[config.mk]
export PLATFORM = sky130hd
export DESIGN_NAME = pfd_fault_delay
export DESIGN_NICKNAME = d
export VERILOG_FILES = /design/src/inc/pfd_pkg.sv /design/src/logic/pfd_fault_delay.sv
export SDC_FILE = /design/constraint.sdc
export NUM_CORES = 1
export LEC_CHECK = 0
export CORE_UTILIZATION = 55
export CTS_CLUSTER_DIAMETER = 150
export DETAILED_ROUTE_END_ITERATION = 8
export DONT_BUFFER_PORTS = 1
export PLACE_DENSITY = 0.7
export SYNTH_ARGS = -nofsm -noshare
export SYNTH_HDL_FRONTEND = slang
export SYNTH_SLANG_ARGS = --single-unit
[constraint.sdc]
create_clock -name clk_sys -period 2.6 [get_ports clk_sys]
set_input_delay 0.26 -clock clk_sys [delete_from_list [all_inputs] [get_ports clk_sys]]
set_output_delay 0.26 -clock clk_sys [all_outputs]
set_load 0.01 [all_outputs]
[src/inc/pfd_pkg.sv]
// constants and types for the fault input and delay block
`default_nettype none
package pfd_pkg;
   // ---------------------------------------------------------------
   // register indices (byte address = index * 4)
   // ---------------------------------------------------------------
   localparam logic [5:0] IDX_IN_A   = 6'h10;
   localparam logic [5:0] IDX_IN_B   = 6'h11;
   localparam logic [5:0] IDX_FAULT  = 6'h12;
   localparam logic [5:0] IDX_DLY_C  = 6'h14;
   localparam logic [5:0] IDX_DLY_V  = 6'h15;
   localparam logic [5:0] IDX_CMD    = 6'h16;
   localparam logic [5:0] IDX_EDGE   = 6'h17;
   localparam logic [5:0] IDX_STATUS = 6'h18;
   // command register keys, values arbitrary
   localparam logic [7:0] KEY_UNLOCK = 8'hd8;
   localparam logic [7:0] KEY_RESUME = 8'h5a;
   // ---------------------------------------------------------------
   // reaction codes
   // ---------------------------------------------------------------
   localparam logic [3:0] RC_NONE      = 4'h0;
   localparam logic [3:0] RC_JUMP      = 4'h1;
   localparam logic [3:0] RC_RUN_HOLD  = 4'h2;
   localparam logic [3:0] RC_RUN_FAULT = 4'h3;
   localparam logic [3:0] RC_KEEP_RATE = 4'h4;
   localparam logic [3:0] RC_DEADTIME  = 4'h5;
   localparam logic [3:0] RC_NEXT_HOLD = 4'h6;
   localparam logic [3:0] RC_SW_HOLD   = 4'h7;
   localparam logic [3:0] RC_EDGE_ADV  = 4'h8;
   localparam logic [3:0] RC_EDGE_RATE = 4'h9;
   localparam logic [3:0] RC_LVL_RATE  = 4'ha;
   // ---------------------------------------------------------------
   // delay function codes
   // ---------------------------------------------------------------
   localparam logic [1:0] DF_OFF   = 2'h0;
   localparam logic [1:0] DF_BLANK = 2'h1;
   localparam logic [1:0] DF_EVENT = 2'h2;
   localparam logic [1:0] DF_RSV   = 2'h3;
   localparam logic [2:0] PCNT_ZERO = 3'h0;
   localparam logic [2:0] PCNT_ONE  = 3'h1;
   localparam logic [7:0] DCNT_ONE  = 8'h01;
   localparam logic [7:0] DVAL_ZERO = 8'h00;
   localparam logic [7:0] FLT_POR   = 8'h00;
   // status bit positions
   localparam int ST_SW_HOLD = 0;
   localparam int ST_BLANK   = 1;
   localparam int ST_DLY_RUN = 2;
   localparam int ST_UNLOCK  = 3;
   localparam int ST_LATCH   = 4;
   localparam int ST_STOP    = 8;
   // ---------------------------------------------------------------
   // types
   // ---------------------------------------------------------------
   typedef struct packed {
      logic [3:0] pin_en;
      logic [3:0] def_lvl;
   } pfd_fault_cfg_t;
   typedef struct packed {
      logic [1:0] rsv;
      logic [1:0] presc;
      logic [1:0] trig;
      logic [1:0] func;
   } pfd_dly_cfg_t;
   // bit 0 is match a set, matching the trigger code order
   typedef struct packed {
      logic b_clr;
      logic b_set;
      logic a_clr;
      logic a_set;
   } pfd_match_t;
   typedef struct packed {
      logic jump_opposite;
      logic run_opposite;
      logic advance;
      logic hold;
      logic deadtime;
   } pfd_seq_req_t;
   typedef enum logic {
      DLY_IDLE = 1'b0,
      DLY_RUN  = 1'b1
   } pfd_dly_st_t;
endpackage
`default_nettype wire

[src/logic/pfd_fault_delay.sv]
// fault input reactions, output fault config and delay unit
//
// Summary of operation
// - inputs a and b each own a 4-bit reaction code; 0 means no effect
// - code 1 stops output, jumps to opposite cycle, holds while active
// - code 2 stops output, runs opposite cycle, then holds
// - code 3 stops output, runs opposite cycle while fault stays active
// - code 4 stops all outputs, counter keeps running
// - code 5 stops all outputs, sequence stays in dead time while active
// - code 6 stops all outputs, advances to next cycle and holds
// - code 7 stops all outputs until software resumes
// - code 8 edge stops own output and advances to next cycle
// - code 9 edge stops own output, counter undisturbed
// - code 10 level stops own output, counter undisturbed
// - upper fault config bits enable outputs a-d onto pins
// - lower fault config bits give output levels at reset and fault
// - power-on clears fault config; other resets load it from fuse
// - fault config writes need the unlock sequence first
// - delay prescaler divides by 1, 2, 4 or 8
// - delay start source picks one of four compare matches
// - delay function: off, input blanking, delayed event; 3 reserved
// - 8-bit delay value counted in prescaled cycles
// - inputs qualified by edge select: 0 falling/low, 1 rising/high
//
// notes for the next user
// - each register access takes two cycles; waitrequest drops for one cycle
// - read data is captured at the taking edge and stands until the next read
// - a fault config write lands only right after an accepted unlock key write
// - the unlock lasts until the next accepted write of any kind
// - input a stops output a and its opposite cycle is b; input b the reverse
// - hold requests of codes 1, 2 and 6 last while the input stays active
// - edge codes keep their stop until the end of cycle; a new edge wins
// - a software hold set in the same cycle as a resume stays set
// - reserved delay function 3 acts as off and never starts the unit
// - a start while the delay runs reloads the full value
// - a zero delay value gives the event on the cycle after the start
// - blanked inputs are ignored, so a fault still active when blanking ends
//   shows a fresh edge then
//
// Local design decision: the Avalon-MM interface to the registers.
`default_nettype none
module pfd_fault_delay (
   input  wire logic                  clk_sys,
   input  wire logic                  rst,
   input  wire logic                  por_flag,
   input  wire logic [7:0]            timer_config_fuse,
   input  wire logic [7:0]            avs_address,
   input  wire logic                  avs_read,
   input  wire logic                  avs_write,
   input  wire logic [31:0]           avs_writedata,
   input  wire logic [3:0]            avs_byteenable,
   output logic [31:0]                avs_readdata,
   output logic                       avs_waitrequest,
   input  wire logic [1:0]            fault_in,
   input  wire logic [3:0]            wave_raw,
   input  wire pfd_pkg::pfd_match_t   match,
   output logic [3:0]                 pin_level,
   output logic [3:0]                 pin_oe,
   output pfd_pkg::pfd_seq_req_t      seq_req_a,
   output pfd_pkg::pfd_seq_req_t      seq_req_b,
   output logic                       blanking,
   output logic                       delayed_event
);
   // ---------------------------------------------------------------
   // state
   // ---------------------------------------------------------------
   typedef struct packed {
      // bus side
      logic                    busy;
      logic [31:0]             rdata;
      // software registers
      pfd_pkg::pfd_fault_cfg_t flt;
      logic [3:0]              mode_a;
      logic [3:0]              mode_b;
      pfd_pkg::pfd_dly_cfg_t   dcfg;
      logic [7:0]              dval;
      logic [1:0]              edge_sel;
      logic                    unlocked;
      // input reaction state
      logic [1:0]              act_prev;
      logic [1:0]              latch;
      logic                    sw_hold;
      // delay unit
      pfd_pkg::pfd_dly_st_t    dst;
      logic [2:0]              pcnt;
      logic [7:0]              dcnt;
      logic                    blank;
      logic                    dly_evt;
      // registered outputs
      pfd_pkg::pfd_seq_req_t   seq_a;
      pfd_pkg::pfd_seq_req_t   seq_b;
      logic [3:0]              stop;
      logic [3:0]              lvl;
      logic [3:0]              oe;
   } pfd_state_t;

   pfd_state_t s;
   pfd_state_t next_s;

   // ---------------------------------------------------------------
   // functions
   // ---------------------------------------------------------------
   // register hit on a word-aligned byte address
   function automatic logic hit(input logic [7:0] a, input logic [5:0] idx);
      hit = (a == {idx, 2'b00});
   endfunction

   // active level of an input under its edge select
   function automatic logic qual(input logic lvl, input logic sel);
      qual = (lvl == sel);
   endfunction

   // prescaler terminal count mask
   // code p ticks when the low p prescaler bits are all set
   function automatic logic [2:0] pmask(input logic [1:0] p);
      pmask = 3'h0;
      for (int k = 0; k < 3; k++) begin
         if (k < int'(p)) begin
            pmask[k] = 1'b1;
         end
      end
   endfunction

   // ---------------------------------------------------------------
   // next state
   // ---------------------------------------------------------------
   always_comb begin
      logic                  acc;
      logic                  wr_ok;
      logic [7:0]            wd;
      logic [3:0]            m;
      logic                  act;
      logic                  rise;
      logic                  stop_own;
      logic [3:0]            stop_all;
      logic                  sw_set;
      logic                  resume;
      logic                  eoc;
      logic                  trig;
      logic                  start;
      pfd_pkg::pfd_seq_req_t rq;
      logic [31:0]           rd;
      next_s = s;
      // request decode and per-cycle defaults
      acc = (avs_read | avs_write) & s.busy;
      wr_ok = avs_write & ~s.busy & avs_byteenable[0];
      wd = avs_writedata[7:0];
      stop_all = 4'h0;
      sw_set = 1'b0;
      resume = 1'b0;
      eoc = match.b_clr;
      next_s.dly_evt = 1'b0;
      // defaults so that no path leaves a variable open
      m = pfd_pkg::RC_NONE;
      act = 1'b0;
      rise = 1'b0;
      stop_own = 1'b0;
      trig = 1'b0;
      start = 1'b0;
      rq = '0;

      // bus answer: waitrequest drops one cycle after a request
      next_s.busy = ~acc;
      // read mux; the word is taken at the edge that takes the request
      rd = 32'h0;
      if (hit(avs_address, pfd_pkg::IDX_IN_A)) begin
         rd[3:0] = s.mode_a;
      end else if (hit(avs_address, pfd_pkg::IDX_IN_B)) begin
         rd[3:0] = s.mode_b;
      end else if (hit(avs_address, pfd_pkg::IDX_FAULT)) begin
         rd[7:0] = s.flt;
      end else if (hit(avs_address, pfd_pkg::IDX_DLY_C)) begin
         rd[5:0] = s.dcfg[5:0];
      end else if (hit(avs_address, pfd_pkg::IDX_DLY_V)) begin
         rd[7:0] = s.dval;
      end else if (hit(avs_address, pfd_pkg::IDX_EDGE)) begin
         rd[1:0] = s.edge_sel;
      end else if (hit(avs_address, pfd_pkg::IDX_STATUS)) begin
         rd[pfd_pkg::ST_SW_HOLD] = s.sw_hold;
         rd[pfd_pkg::ST_BLANK] = s.blank;
         rd[pfd_pkg::ST_DLY_RUN] = (s.dst == pfd_pkg::DLY_RUN);
         rd[pfd_pkg::ST_UNLOCK] = s.unlocked;
         rd[pfd_pkg::ST_LATCH +: 2] = s.latch;
         rd[pfd_pkg::ST_STOP +: 4] = s.stop;
      end
      if (acc && avs_read) begin
         next_s.rdata = rd;
      end

      // register writes
      if (wr_ok) begin
         // any accepted write ends an unlock; only the key renews it
         next_s.unlocked = 1'b0;
         if (hit(avs_address, pfd_pkg::IDX_IN_A)) begin
            next_s.mode_a = wd[3:0];
         end
         if (hit(avs_address, pfd_pkg::IDX_IN_B)) begin
            next_s.mode_b = wd[3:0];
         end
         if (hit(avs_address, pfd_pkg::IDX_FAULT) && s.unlocked) begin
            next_s.flt = wd;
         end
         if (hit(avs_address, pfd_pkg::IDX_DLY_C)) begin
            next_s.dcfg = {2'b00, wd[5:0]};
         end
         if (hit(avs_address, pfd_pkg::IDX_DLY_V)) begin
            next_s.dval = wd;
         end
         if (hit(avs_address, pfd_pkg::IDX_EDGE)) begin
            next_s.edge_sel = wd[1:0];
         end
         // command keys: unlock and software resume
         if (hit(avs_address, pfd_pkg::IDX_CMD)) begin
            next_s.unlocked = (wd == pfd_pkg::KEY_UNLOCK);
            resume = (wd == pfd_pkg::KEY_RESUME);
         end
      end

      // per-input reactions
      for (int i = 0; i < 2; i++) begin
         m = (i == 0) ? s.mode_a : s.mode_b;
         // qualified level of the input and its rising edge
         act = ~s.blank & qual(fault_in[i], s.edge_sel[i]);
         rise = act & ~s.act_prev[i];
         next_s.act_prev[i] = act;
         stop_own = 1'b0;
         rq = '0;
         // codes outside the table fall to the default branch
         case (m)
            pfd_pkg::RC_JUMP: begin
               stop_own = act;
               rq.jump_opposite = rise;
               rq.hold = act;
            end
            pfd_pkg::RC_RUN_HOLD: begin
               stop_own = act;
               rq.run_opposite = rise;
               rq.hold = act;
            end
            pfd_pkg::RC_RUN_FAULT: begin
               stop_own = act;
               rq.run_opposite = act;
            end
            pfd_pkg::RC_KEEP_RATE: begin
               stop_all = stop_all | {4{act}};
            end
            pfd_pkg::RC_DEADTIME: begin
               stop_all = stop_all | {4{act}};
               rq.deadtime = act;
            end
            pfd_pkg::RC_NEXT_HOLD: begin
               stop_all = stop_all | {4{act}};
               rq.advance = rise;
               rq.hold = act;
            end
            pfd_pkg::RC_SW_HOLD: begin
               stop_all = stop_all | {4{act}};
               sw_set = sw_set | rise;
            end
            pfd_pkg::RC_EDGE_ADV: begin
               stop_own = rise | s.latch[i];
               rq.advance = rise;
            end
            pfd_pkg::RC_EDGE_RATE: begin
               stop_own = rise | s.latch[i];
            end
            pfd_pkg::RC_LVL_RATE: begin
               stop_own = act;
            end
            default: begin
               stop_own = 1'b0;
            end
         endcase
         // edge latch holds the stop to end of cycle; set wins
         if ((m == pfd_pkg::RC_EDGE_ADV) || (m == pfd_pkg::RC_EDGE_RATE)) begin
            next_s.latch[i] = rise | (s.latch[i] & ~eoc);
         end else begin
            next_s.latch[i] = 1'b0;
         end
         // own stop lands on the output of the same letter
         stop_all[i] = stop_all[i] | stop_own;
         // sequencer requests go out registered
         if (i == 0) begin
            next_s.seq_a = rq;
         end else begin
            next_s.seq_b = rq;
         end
      end

      // software hold: set wins over resume
      next_s.sw_hold = sw_set | (s.sw_hold & ~resume);
      stop_all = stop_all | {4{s.sw_hold}};
      next_s.stop = stop_all;

      // pin drive from fault config
      // one bit per compare output a to d
      for (int k = 0; k < 4; k++) begin
         next_s.lvl[k] = stop_all[k] ? s.flt.def_lvl[k] : wave_raw[k];
         next_s.oe[k] = s.flt.pin_en[k];
      end

      // delay unit
      trig = match[s.dcfg.trig];
      // off and reserved functions never start the unit
      start = trig && (s.dcfg.func == pfd_pkg::DF_BLANK
                       || s.dcfg.func == pfd_pkg::DF_EVENT);
      // one counter tick per prescaled cycle; the last tick ends the delay
      unique case (s.dst)
         pfd_pkg::DLY_IDLE: begin
            next_s.blank = 1'b0;
         end
         pfd_pkg::DLY_RUN: begin
            if ((s.pcnt & pmask(s.dcfg.presc)) == pmask(s.dcfg.presc)) begin
               next_s.pcnt = pfd_pkg::PCNT_ZERO;
               if (s.dcnt <= pfd_pkg::DCNT_ONE) begin
                  next_s.dst = pfd_pkg::DLY_IDLE;
                  next_s.blank = 1'b0;
                  next_s.dly_evt = (s.dcfg.func == pfd_pkg::DF_EVENT);
               end else begin
                  next_s.dcnt = s.dcnt - pfd_pkg::DCNT_ONE;
               end
            end else begin
               next_s.pcnt = s.pcnt + pfd_pkg::PCNT_ONE;
            end
         end
      endcase

      // a start restarts a running delay from the full value
      if (start) begin
         next_s.pcnt = pfd_pkg::PCNT_ZERO;
         if (s.dval == pfd_pkg::DVAL_ZERO) begin
            next_s.dst = pfd_pkg::DLY_IDLE;
            next_s.blank = 1'b0;
            next_s.dly_evt = (s.dcfg.func == pfd_pkg::DF_EVENT);
         end else begin
            next_s.dst = pfd_pkg::DLY_RUN;
            next_s.dcnt = s.dval;
            next_s.blank = (s.dcfg.func == pfd_pkg::DF_BLANK);
         end
      end

      // synchronous reset; fault config from fuse unless power-on
      if (rst) begin
         next_s = '0;
         // waitrequest stands high while idle, also through reset
         next_s.busy = 1'b1;
         next_s.flt = por_flag ? pfd_pkg::FLT_POR : timer_config_fuse;
         // pins show the fault config from the first cycle after reset
         next_s.lvl = next_s.flt.def_lvl;
         next_s.oe = next_s.flt.pin_en;
      end
   end

   // ---------------------------------------------------------------
   // registers
   // ---------------------------------------------------------------
   // one register stage holds all state
   always_ff @(posedge clk_sys) begin
      s <= next_s;
   end

   // ---------------------------------------------------------------
   // outputs
   // ---------------------------------------------------------------
   // outputs straight from state flops
   assign avs_readdata = s.rdata;
   assign avs_waitrequest = s.busy;
   assign pin_level = s.lvl;
   assign pin_oe = s.oe;
   assign seq_req_a = s.seq_a;
   assign seq_req_b = s.seq_b;
   assign blanking = s.blank;
   assign delayed_event = s.dly_evt;
endmodule
`default_nettype wire

### After elaboration in Yosys (flattened, before gate mapping)

Cells that the tools add are included.

| word-level totals | value |
|---|---|
| memory bits (writable) | 0 |
| bits in read-only memories | 0 |
| memories kept | 0 |
| logic and storage cells | 227 |
| latch bits | 0 |
| bits in registers | 87 |
| output and inout bits | 53 |

| cells by class | value |
|---|---|
| multipliers | 0 |
| shift operators | 0 |
| reduce and logical (&&, ||, !) cells | 37 |
| $add $sub $neg | 2 |
| multiplexer cells | 72 |
| magnitude comparators | 5 |
| divide/modulo/power cells | 0 |
| bitwise gates (word level) | 40 |
| equality and inequality tests | 37 |

Operators with widths:

| cell | count |
|---|---|
| two-way mux 76 bit | 1 |
| == test 8 x 7 -> 1 bit, second input constant | 9 |
| two-way mux 8 bit | 8 |
| two-way mux 4 bit | 11 |
| two-way mux 35 bit | 1 |
| == test 4 x 3 -> 1 bit, second input constant | 8 |
| two-way mux 1 bit | 32 |
| two-way mux 6 bit | 5 |
| OR reduction 2 bit | 15 |
| == test 4 bit, second input constant | 6 |
| NOT 1 bit | 18 |
| == test 4 x 2 -> 1 bit, second input constant | 4 |
| OR reduction 4 bit | 4 |
| two-way mux 14 bit | 1 |
| AND reduction 2 bit | 7 |
| two-way mux 12 bit | 1 |
| bitwise AND 1 bit | 10 |
| two-way mux 10 bit | 1 |
| case mux 1 bit (2 select lines) | 5 |
| bitwise OR 1 bit | 9 |
| == test 4 x 1 -> 1 bit, second input constant | 2 |
| == test 8 bit, second input constant | 1 |
| less-or-equal comparator 8 x 1 -> 1 bit, second input constant | 1 |
| logical NOT 8 bit | 1 |
| 19 further kinds | 32 |

### Logic depth before layout (Yosys ltp)

| logic depth | value |
|---|---|
| depth after elaboration | 12 |
| mapped depth | 7 |
| depth with buffers taken out | 7 |

### Least setup slack after synthesis

OpenSTA, ideal clock, no wires.

| path | value |
|---|---|
| kind | input to register |
| start | input port avs_address[1] |
| end | register s[42] in the netlist's numbering |
| buffers on the path | 1 |
| data arrival time | 1777 ps |
| stages | 6 |
| library setup time | 128 ps |
| path slack | 695 ps |
| cells stage by stage | or4b_1 > buf_2 > or3_1 > nor3_2 > mux2i_1 > nor2_1 |

| between the ends | value |
|---|---|
| cells in the longest elaborated chain, start to end | 2 |

Ends and longest elaborated chain:

| what | RTL line | text |
|---|---|---|
| start, declared | pfd_fault_delay.sv:47 | `input wire logic [7:0] avs_address,` |
| == test 8 x 7 -> 1 bit | pfd_fault_delay.sv:105 | `hit = (a == {idx, 2'b00});` |
| AND reduction 2 bit (no source line) | -- |  |
| end signal, assigned | pfd_fault_delay.sv:359 | `s <= next_s;` |
| end, declared | pfd_fault_delay.sv:97 | `pfd_state_t s;` |

No other way between the ends.
A chain may end at the register's enable or synchronous reset.

### Worst setup path after layout

| path | value |
|---|---|
| start | register s[27] in the netlist's numbering |
| end | register s[25] in the netlist's numbering |

| between the ends | value |
|---|---|
| cells in the longest elaborated chain, start to end | 6 |

Ends and longest elaborated chain:

| what | RTL line | text |
|---|---|---|
| less-or-equal comparator 8 x 1 -> 1 bit (*) | pfd_fault_delay.sv:315 | `if (s.dcnt <= pfd_pkg::DCNT_ONE) begin` |
| two-way mux 8 bit (*) | pfd_fault_delay.sv:315 |  |
| two-way mux 10 bit (*) | pfd_fault_delay.sv:313 | `if ((s.pcnt & pmask(s.dcfg.presc)) == pmask(s.dcfg.presc)) begin` |
| two-way mux 12 bit (*) | pfd_fault_delay.sv:308 | `unique case (s.dst)` |
| two-way mux 8 bit | pfd_fault_delay.sv:331 | `if (s.dval == pfd_pkg::DVAL_ZERO) begin` |
| two-way mux 14 bit (*) | pfd_fault_delay.sv:329 | `if (start) begin` |

Mark *: on every way between the ends. The rest lies on a longest branch, timed or not. The select of a mux whose other input is x is not followed.

==> results_dict.tcl <==
set metrics [dict create \
    cp-startpoint "s[27]" \
    drt_wl_total_mm 10.3 \
    p_leak_nw 1.70 \
    period_share 0.781 \
    gp_congestion 0.859 \
    clkTransAtPathRegs_ns 0.08 \
    final.setup.tns_ns 0 \
    drc 0 \
    crit_path_top_delay_cell "nor3_1" \
    drv_slew 0 \
    htreeDepth 3 \
    drt_iter0_drc 279 \
    drive_gt1_frac 0.0734 \
    routedWlPerCell_um 17.9 \
    path_cells "or3_1, nor3_1, nand3b_1, mux2_2, o21ai_0" \
    startpoint_type "register" \
    cts_tree "done" \
    place_hpwl_mm 7.71 \
    design_area_um2 4430 \
    cp.required_ns 2.87 \
    yosysSeqAreaShare 0.403 \
    final_util 0.571 \
    cts-buffers-inserted 9 \
    fin_nets 544 \
    areaGrowthSynthToFinish_pct 0.170 \
    layout_common_cells "dfxtp_1, nor2_1, nand2_1, mux2i_1" \
    maxCapViolations 0 \
    worst-path-max-fanout 6 \
    clk_latency_ns 0.36 \
    cts_resized 0 \
    ios 120 \
    dieArea_um2 8410 \
    crit_arrival_ns 2.30 \
    core_um2 7770 \
    postCtsSetupRepairBufs 0 \
    die_x_um 91.7 \
    syn-cell-area_um2 4420 \
    ctsLongestPathBuffers 2 \
    hold-path-cell-count 1 \
    p_int_w 0.00189 \
    r2r_slack_ns 0.57 \
    die_h_um 91.7 \
    synth-edff-count 8 \
    antenna_found_initial 0 \
    min_to "pin_level[2]" \
    path_class "register to register" \
    ys_seq_elements 85 \
    synth_cells 510 \
    setup-violations-final 0 \
    grt_pass1_wl_mm 16.9 \
    drt_pass1_iterations 5 \
    overflow 0 \
    synthFlopType "dfxtp_1" \
    fill_cells 717 \
    layout_commonest_cell "dfxtp_1" \
    pwr-share-comb 0.053 \
    relSlewSlack 0.496 \
    clkSinkCount 85 \
    pwr-share-seq 0.552 \
    port_buffers 0 \
    max_freq_mhz 493 \
    worstHoldStart "rst" \
    power_switching_w 0.000590 \
    tightest_slew_ns 0.754 \
    r2r_end "s[25]" \
    start_util 0.570 \
    clockRootBuffer "clkbuf_8" \
    grt_max_degree 47 \
    grt_setup_unrepaired "no" \
    r2r_cells 5 \
    crit_path_end_kind "register" \
    finalCriticalPeriod_ns 2.03 \
    synth_cell_types 59 \
    pwr-share-clk 0.396 \
    yosysWarnings 0 \
    status "complete, no violations" \
    placed_area_um2 4200 \
    track_usage 0.259 \
    routed-via-count 3505 \
    hold_viol 0 \
    avgSynthCellArea_um2 8.67 \
    max_stage_delay_ns 0.50 \
    r2r_start "s[27]" \
    grt_pass1_vias 3372 \
    hold_path_class "primary input to register" \
    ctsHoldBuffers 1 \
    holdWs_ns 0.0142 \
    rows 32 \
    vdd_drop_max_mv 0.249 \
    diodes 0 \
    postRouteAntennaNets 0 \
    sw_frac_of_total 0.238 \
    via_per_inst 6.05 \
    power_density_nw_per_um2 560 \
    skew_ns 0.0142 \
    synthArstFlopShare 0 \
]
power by group through the flow:
stage	Sequential, W	Combinational, W	Clock [W]
after global placement	0.00140	0.000111	0
after CTS	0.00137	0.000129	0.000991
after floorplan	0.00139	0.000155	0
after global routing	0.00137	0.000144	0.00106
final	0.00137	0.000130	0.000981
after detailed placement	0.00140	0.000114	0
cell usage after synthesis, types with 4 or more instances:
cell	count	area [µm²]
nor2b_1	8	50.1
nor2_1	57	214
edfxtp_1	8	240
o211ai_1	7	52.6
dfxtp_1	77	1540
nor4_1	7	43.8
nand3_1	9	45.0
mux2i_1	28	280
o21ai_0	18	90.1
or2_2	4	25.0
and2_1	5	31.3
a21oi_1	20	100
ha_1	5	62.6
nand4_1	5	31.3
a22o_1	9	78.8
clkbuf_1	23	86.3
a22oi_1	6	45.0
o21a_1	4	30.0
buf_4	50	375
nand2b_1	11	68.8
o22ai_1	6	37.5
nand3b_1	4	30.0
nor3_1	16	80.1
o31ai_1	4	30.0
inv_1	13	48.8
a31oi_1	4	25.0
nand2_1	45	169
a221oi_1	4	35.0
layer usage:
| layer | vias to the layer above | share of wire | GRT usage | wire (µm) |
|---|---|---|---|---|
| met4 | 0 | 0.031 | 0.128 | 317 |
| li1 | 1677 | - | - | - |
| met3 | 26 | 0.066 | 0.0564 | 684 |
| met1 | 1678 | 0.40 | 0.305 | 4090 |
| met2 | 124 | 0.51 | 0.446 | 5240 |
| met5 | - | 0 | 0 | 0 |
sequential cells by signal (all words and copies together) (netlist names):
signal	cells
s	53
seq_req_b	5
delayed_event	1
avs_readdata	11
pin_oe	4
avs_waitrequest	1
pin_level	4
seq_req_a	5
blanking	1
worst max-delay path by stage:
stage	end	slack (ns)
2_1_floorplan	s[42]	0.69
3_3_place_gp	s[52]	0.54
5_1_grt	s[25]	0.38
4_1_cts	s[25]	0.54
6_report	s[25]	0.57
3_5_place_dp	s[56]	0.48
area by class of cell:
class                           count  area, µm²  area share
Clock buffer                       11        153      0.0344
Clock inverter                      5       56.3      0.0127
Multi-Input combinational cell    354       2180       0.493
Tap cell                          102        128      0.0288
Inverter                           13       48.8      0.0110
Sequential cell                    85       1780       0.402
Timing Repair Buffer                9       80.1      0.0181
through the flow:
| stage | setup slack [ns] | total power (W) | cells |
|---|---|---|---|
| after CTS | 0.537 | 0.00249 | 579 |
| after global routing | 0.382 | 0.00257 | 579 |
| after floorplan | 0.695 | 0.00154 | 529 |
| after detailed placement | 0.480 | 0.00151 | 562 |
| final | 0.570 | 0.00248 | 579 |
| after global placement | 0.541 | 0.00151 | 562 |
logic make-up (layout without fill, tap and decap cells):
| group | after synthesis | after routing | share of synthesized area |
|---|---|---|---|
| AO/OA/AOI/OAI | 101 | 101 | 0.158 |
| buffers and inverters | 90 | 38 | 0.120 |
| multiplexers | 31 | 31 | 0.0735 |
| other | 1 | 20 | 0.000848 |
| XOR/XNOR | 4 | 4 | 0.00792 |
| flip-flops | 85 | 85 | 0.403 |
| AND/OR/NAND/NOR | 193 | 193 | 0.223 |
| adder cells (fa/ha/maj) | 5 | 5 | 0.0141 |
worst max-delay path, delay by kind of cell (launching register included):
kind / cells / cell delay (ns)
simple gates: 3 / 1.12
mux: 1 / 0.34
compound gates: 1 / 0.14
flops: 1 / 0.35
Power figures use the tool's default switching activity.
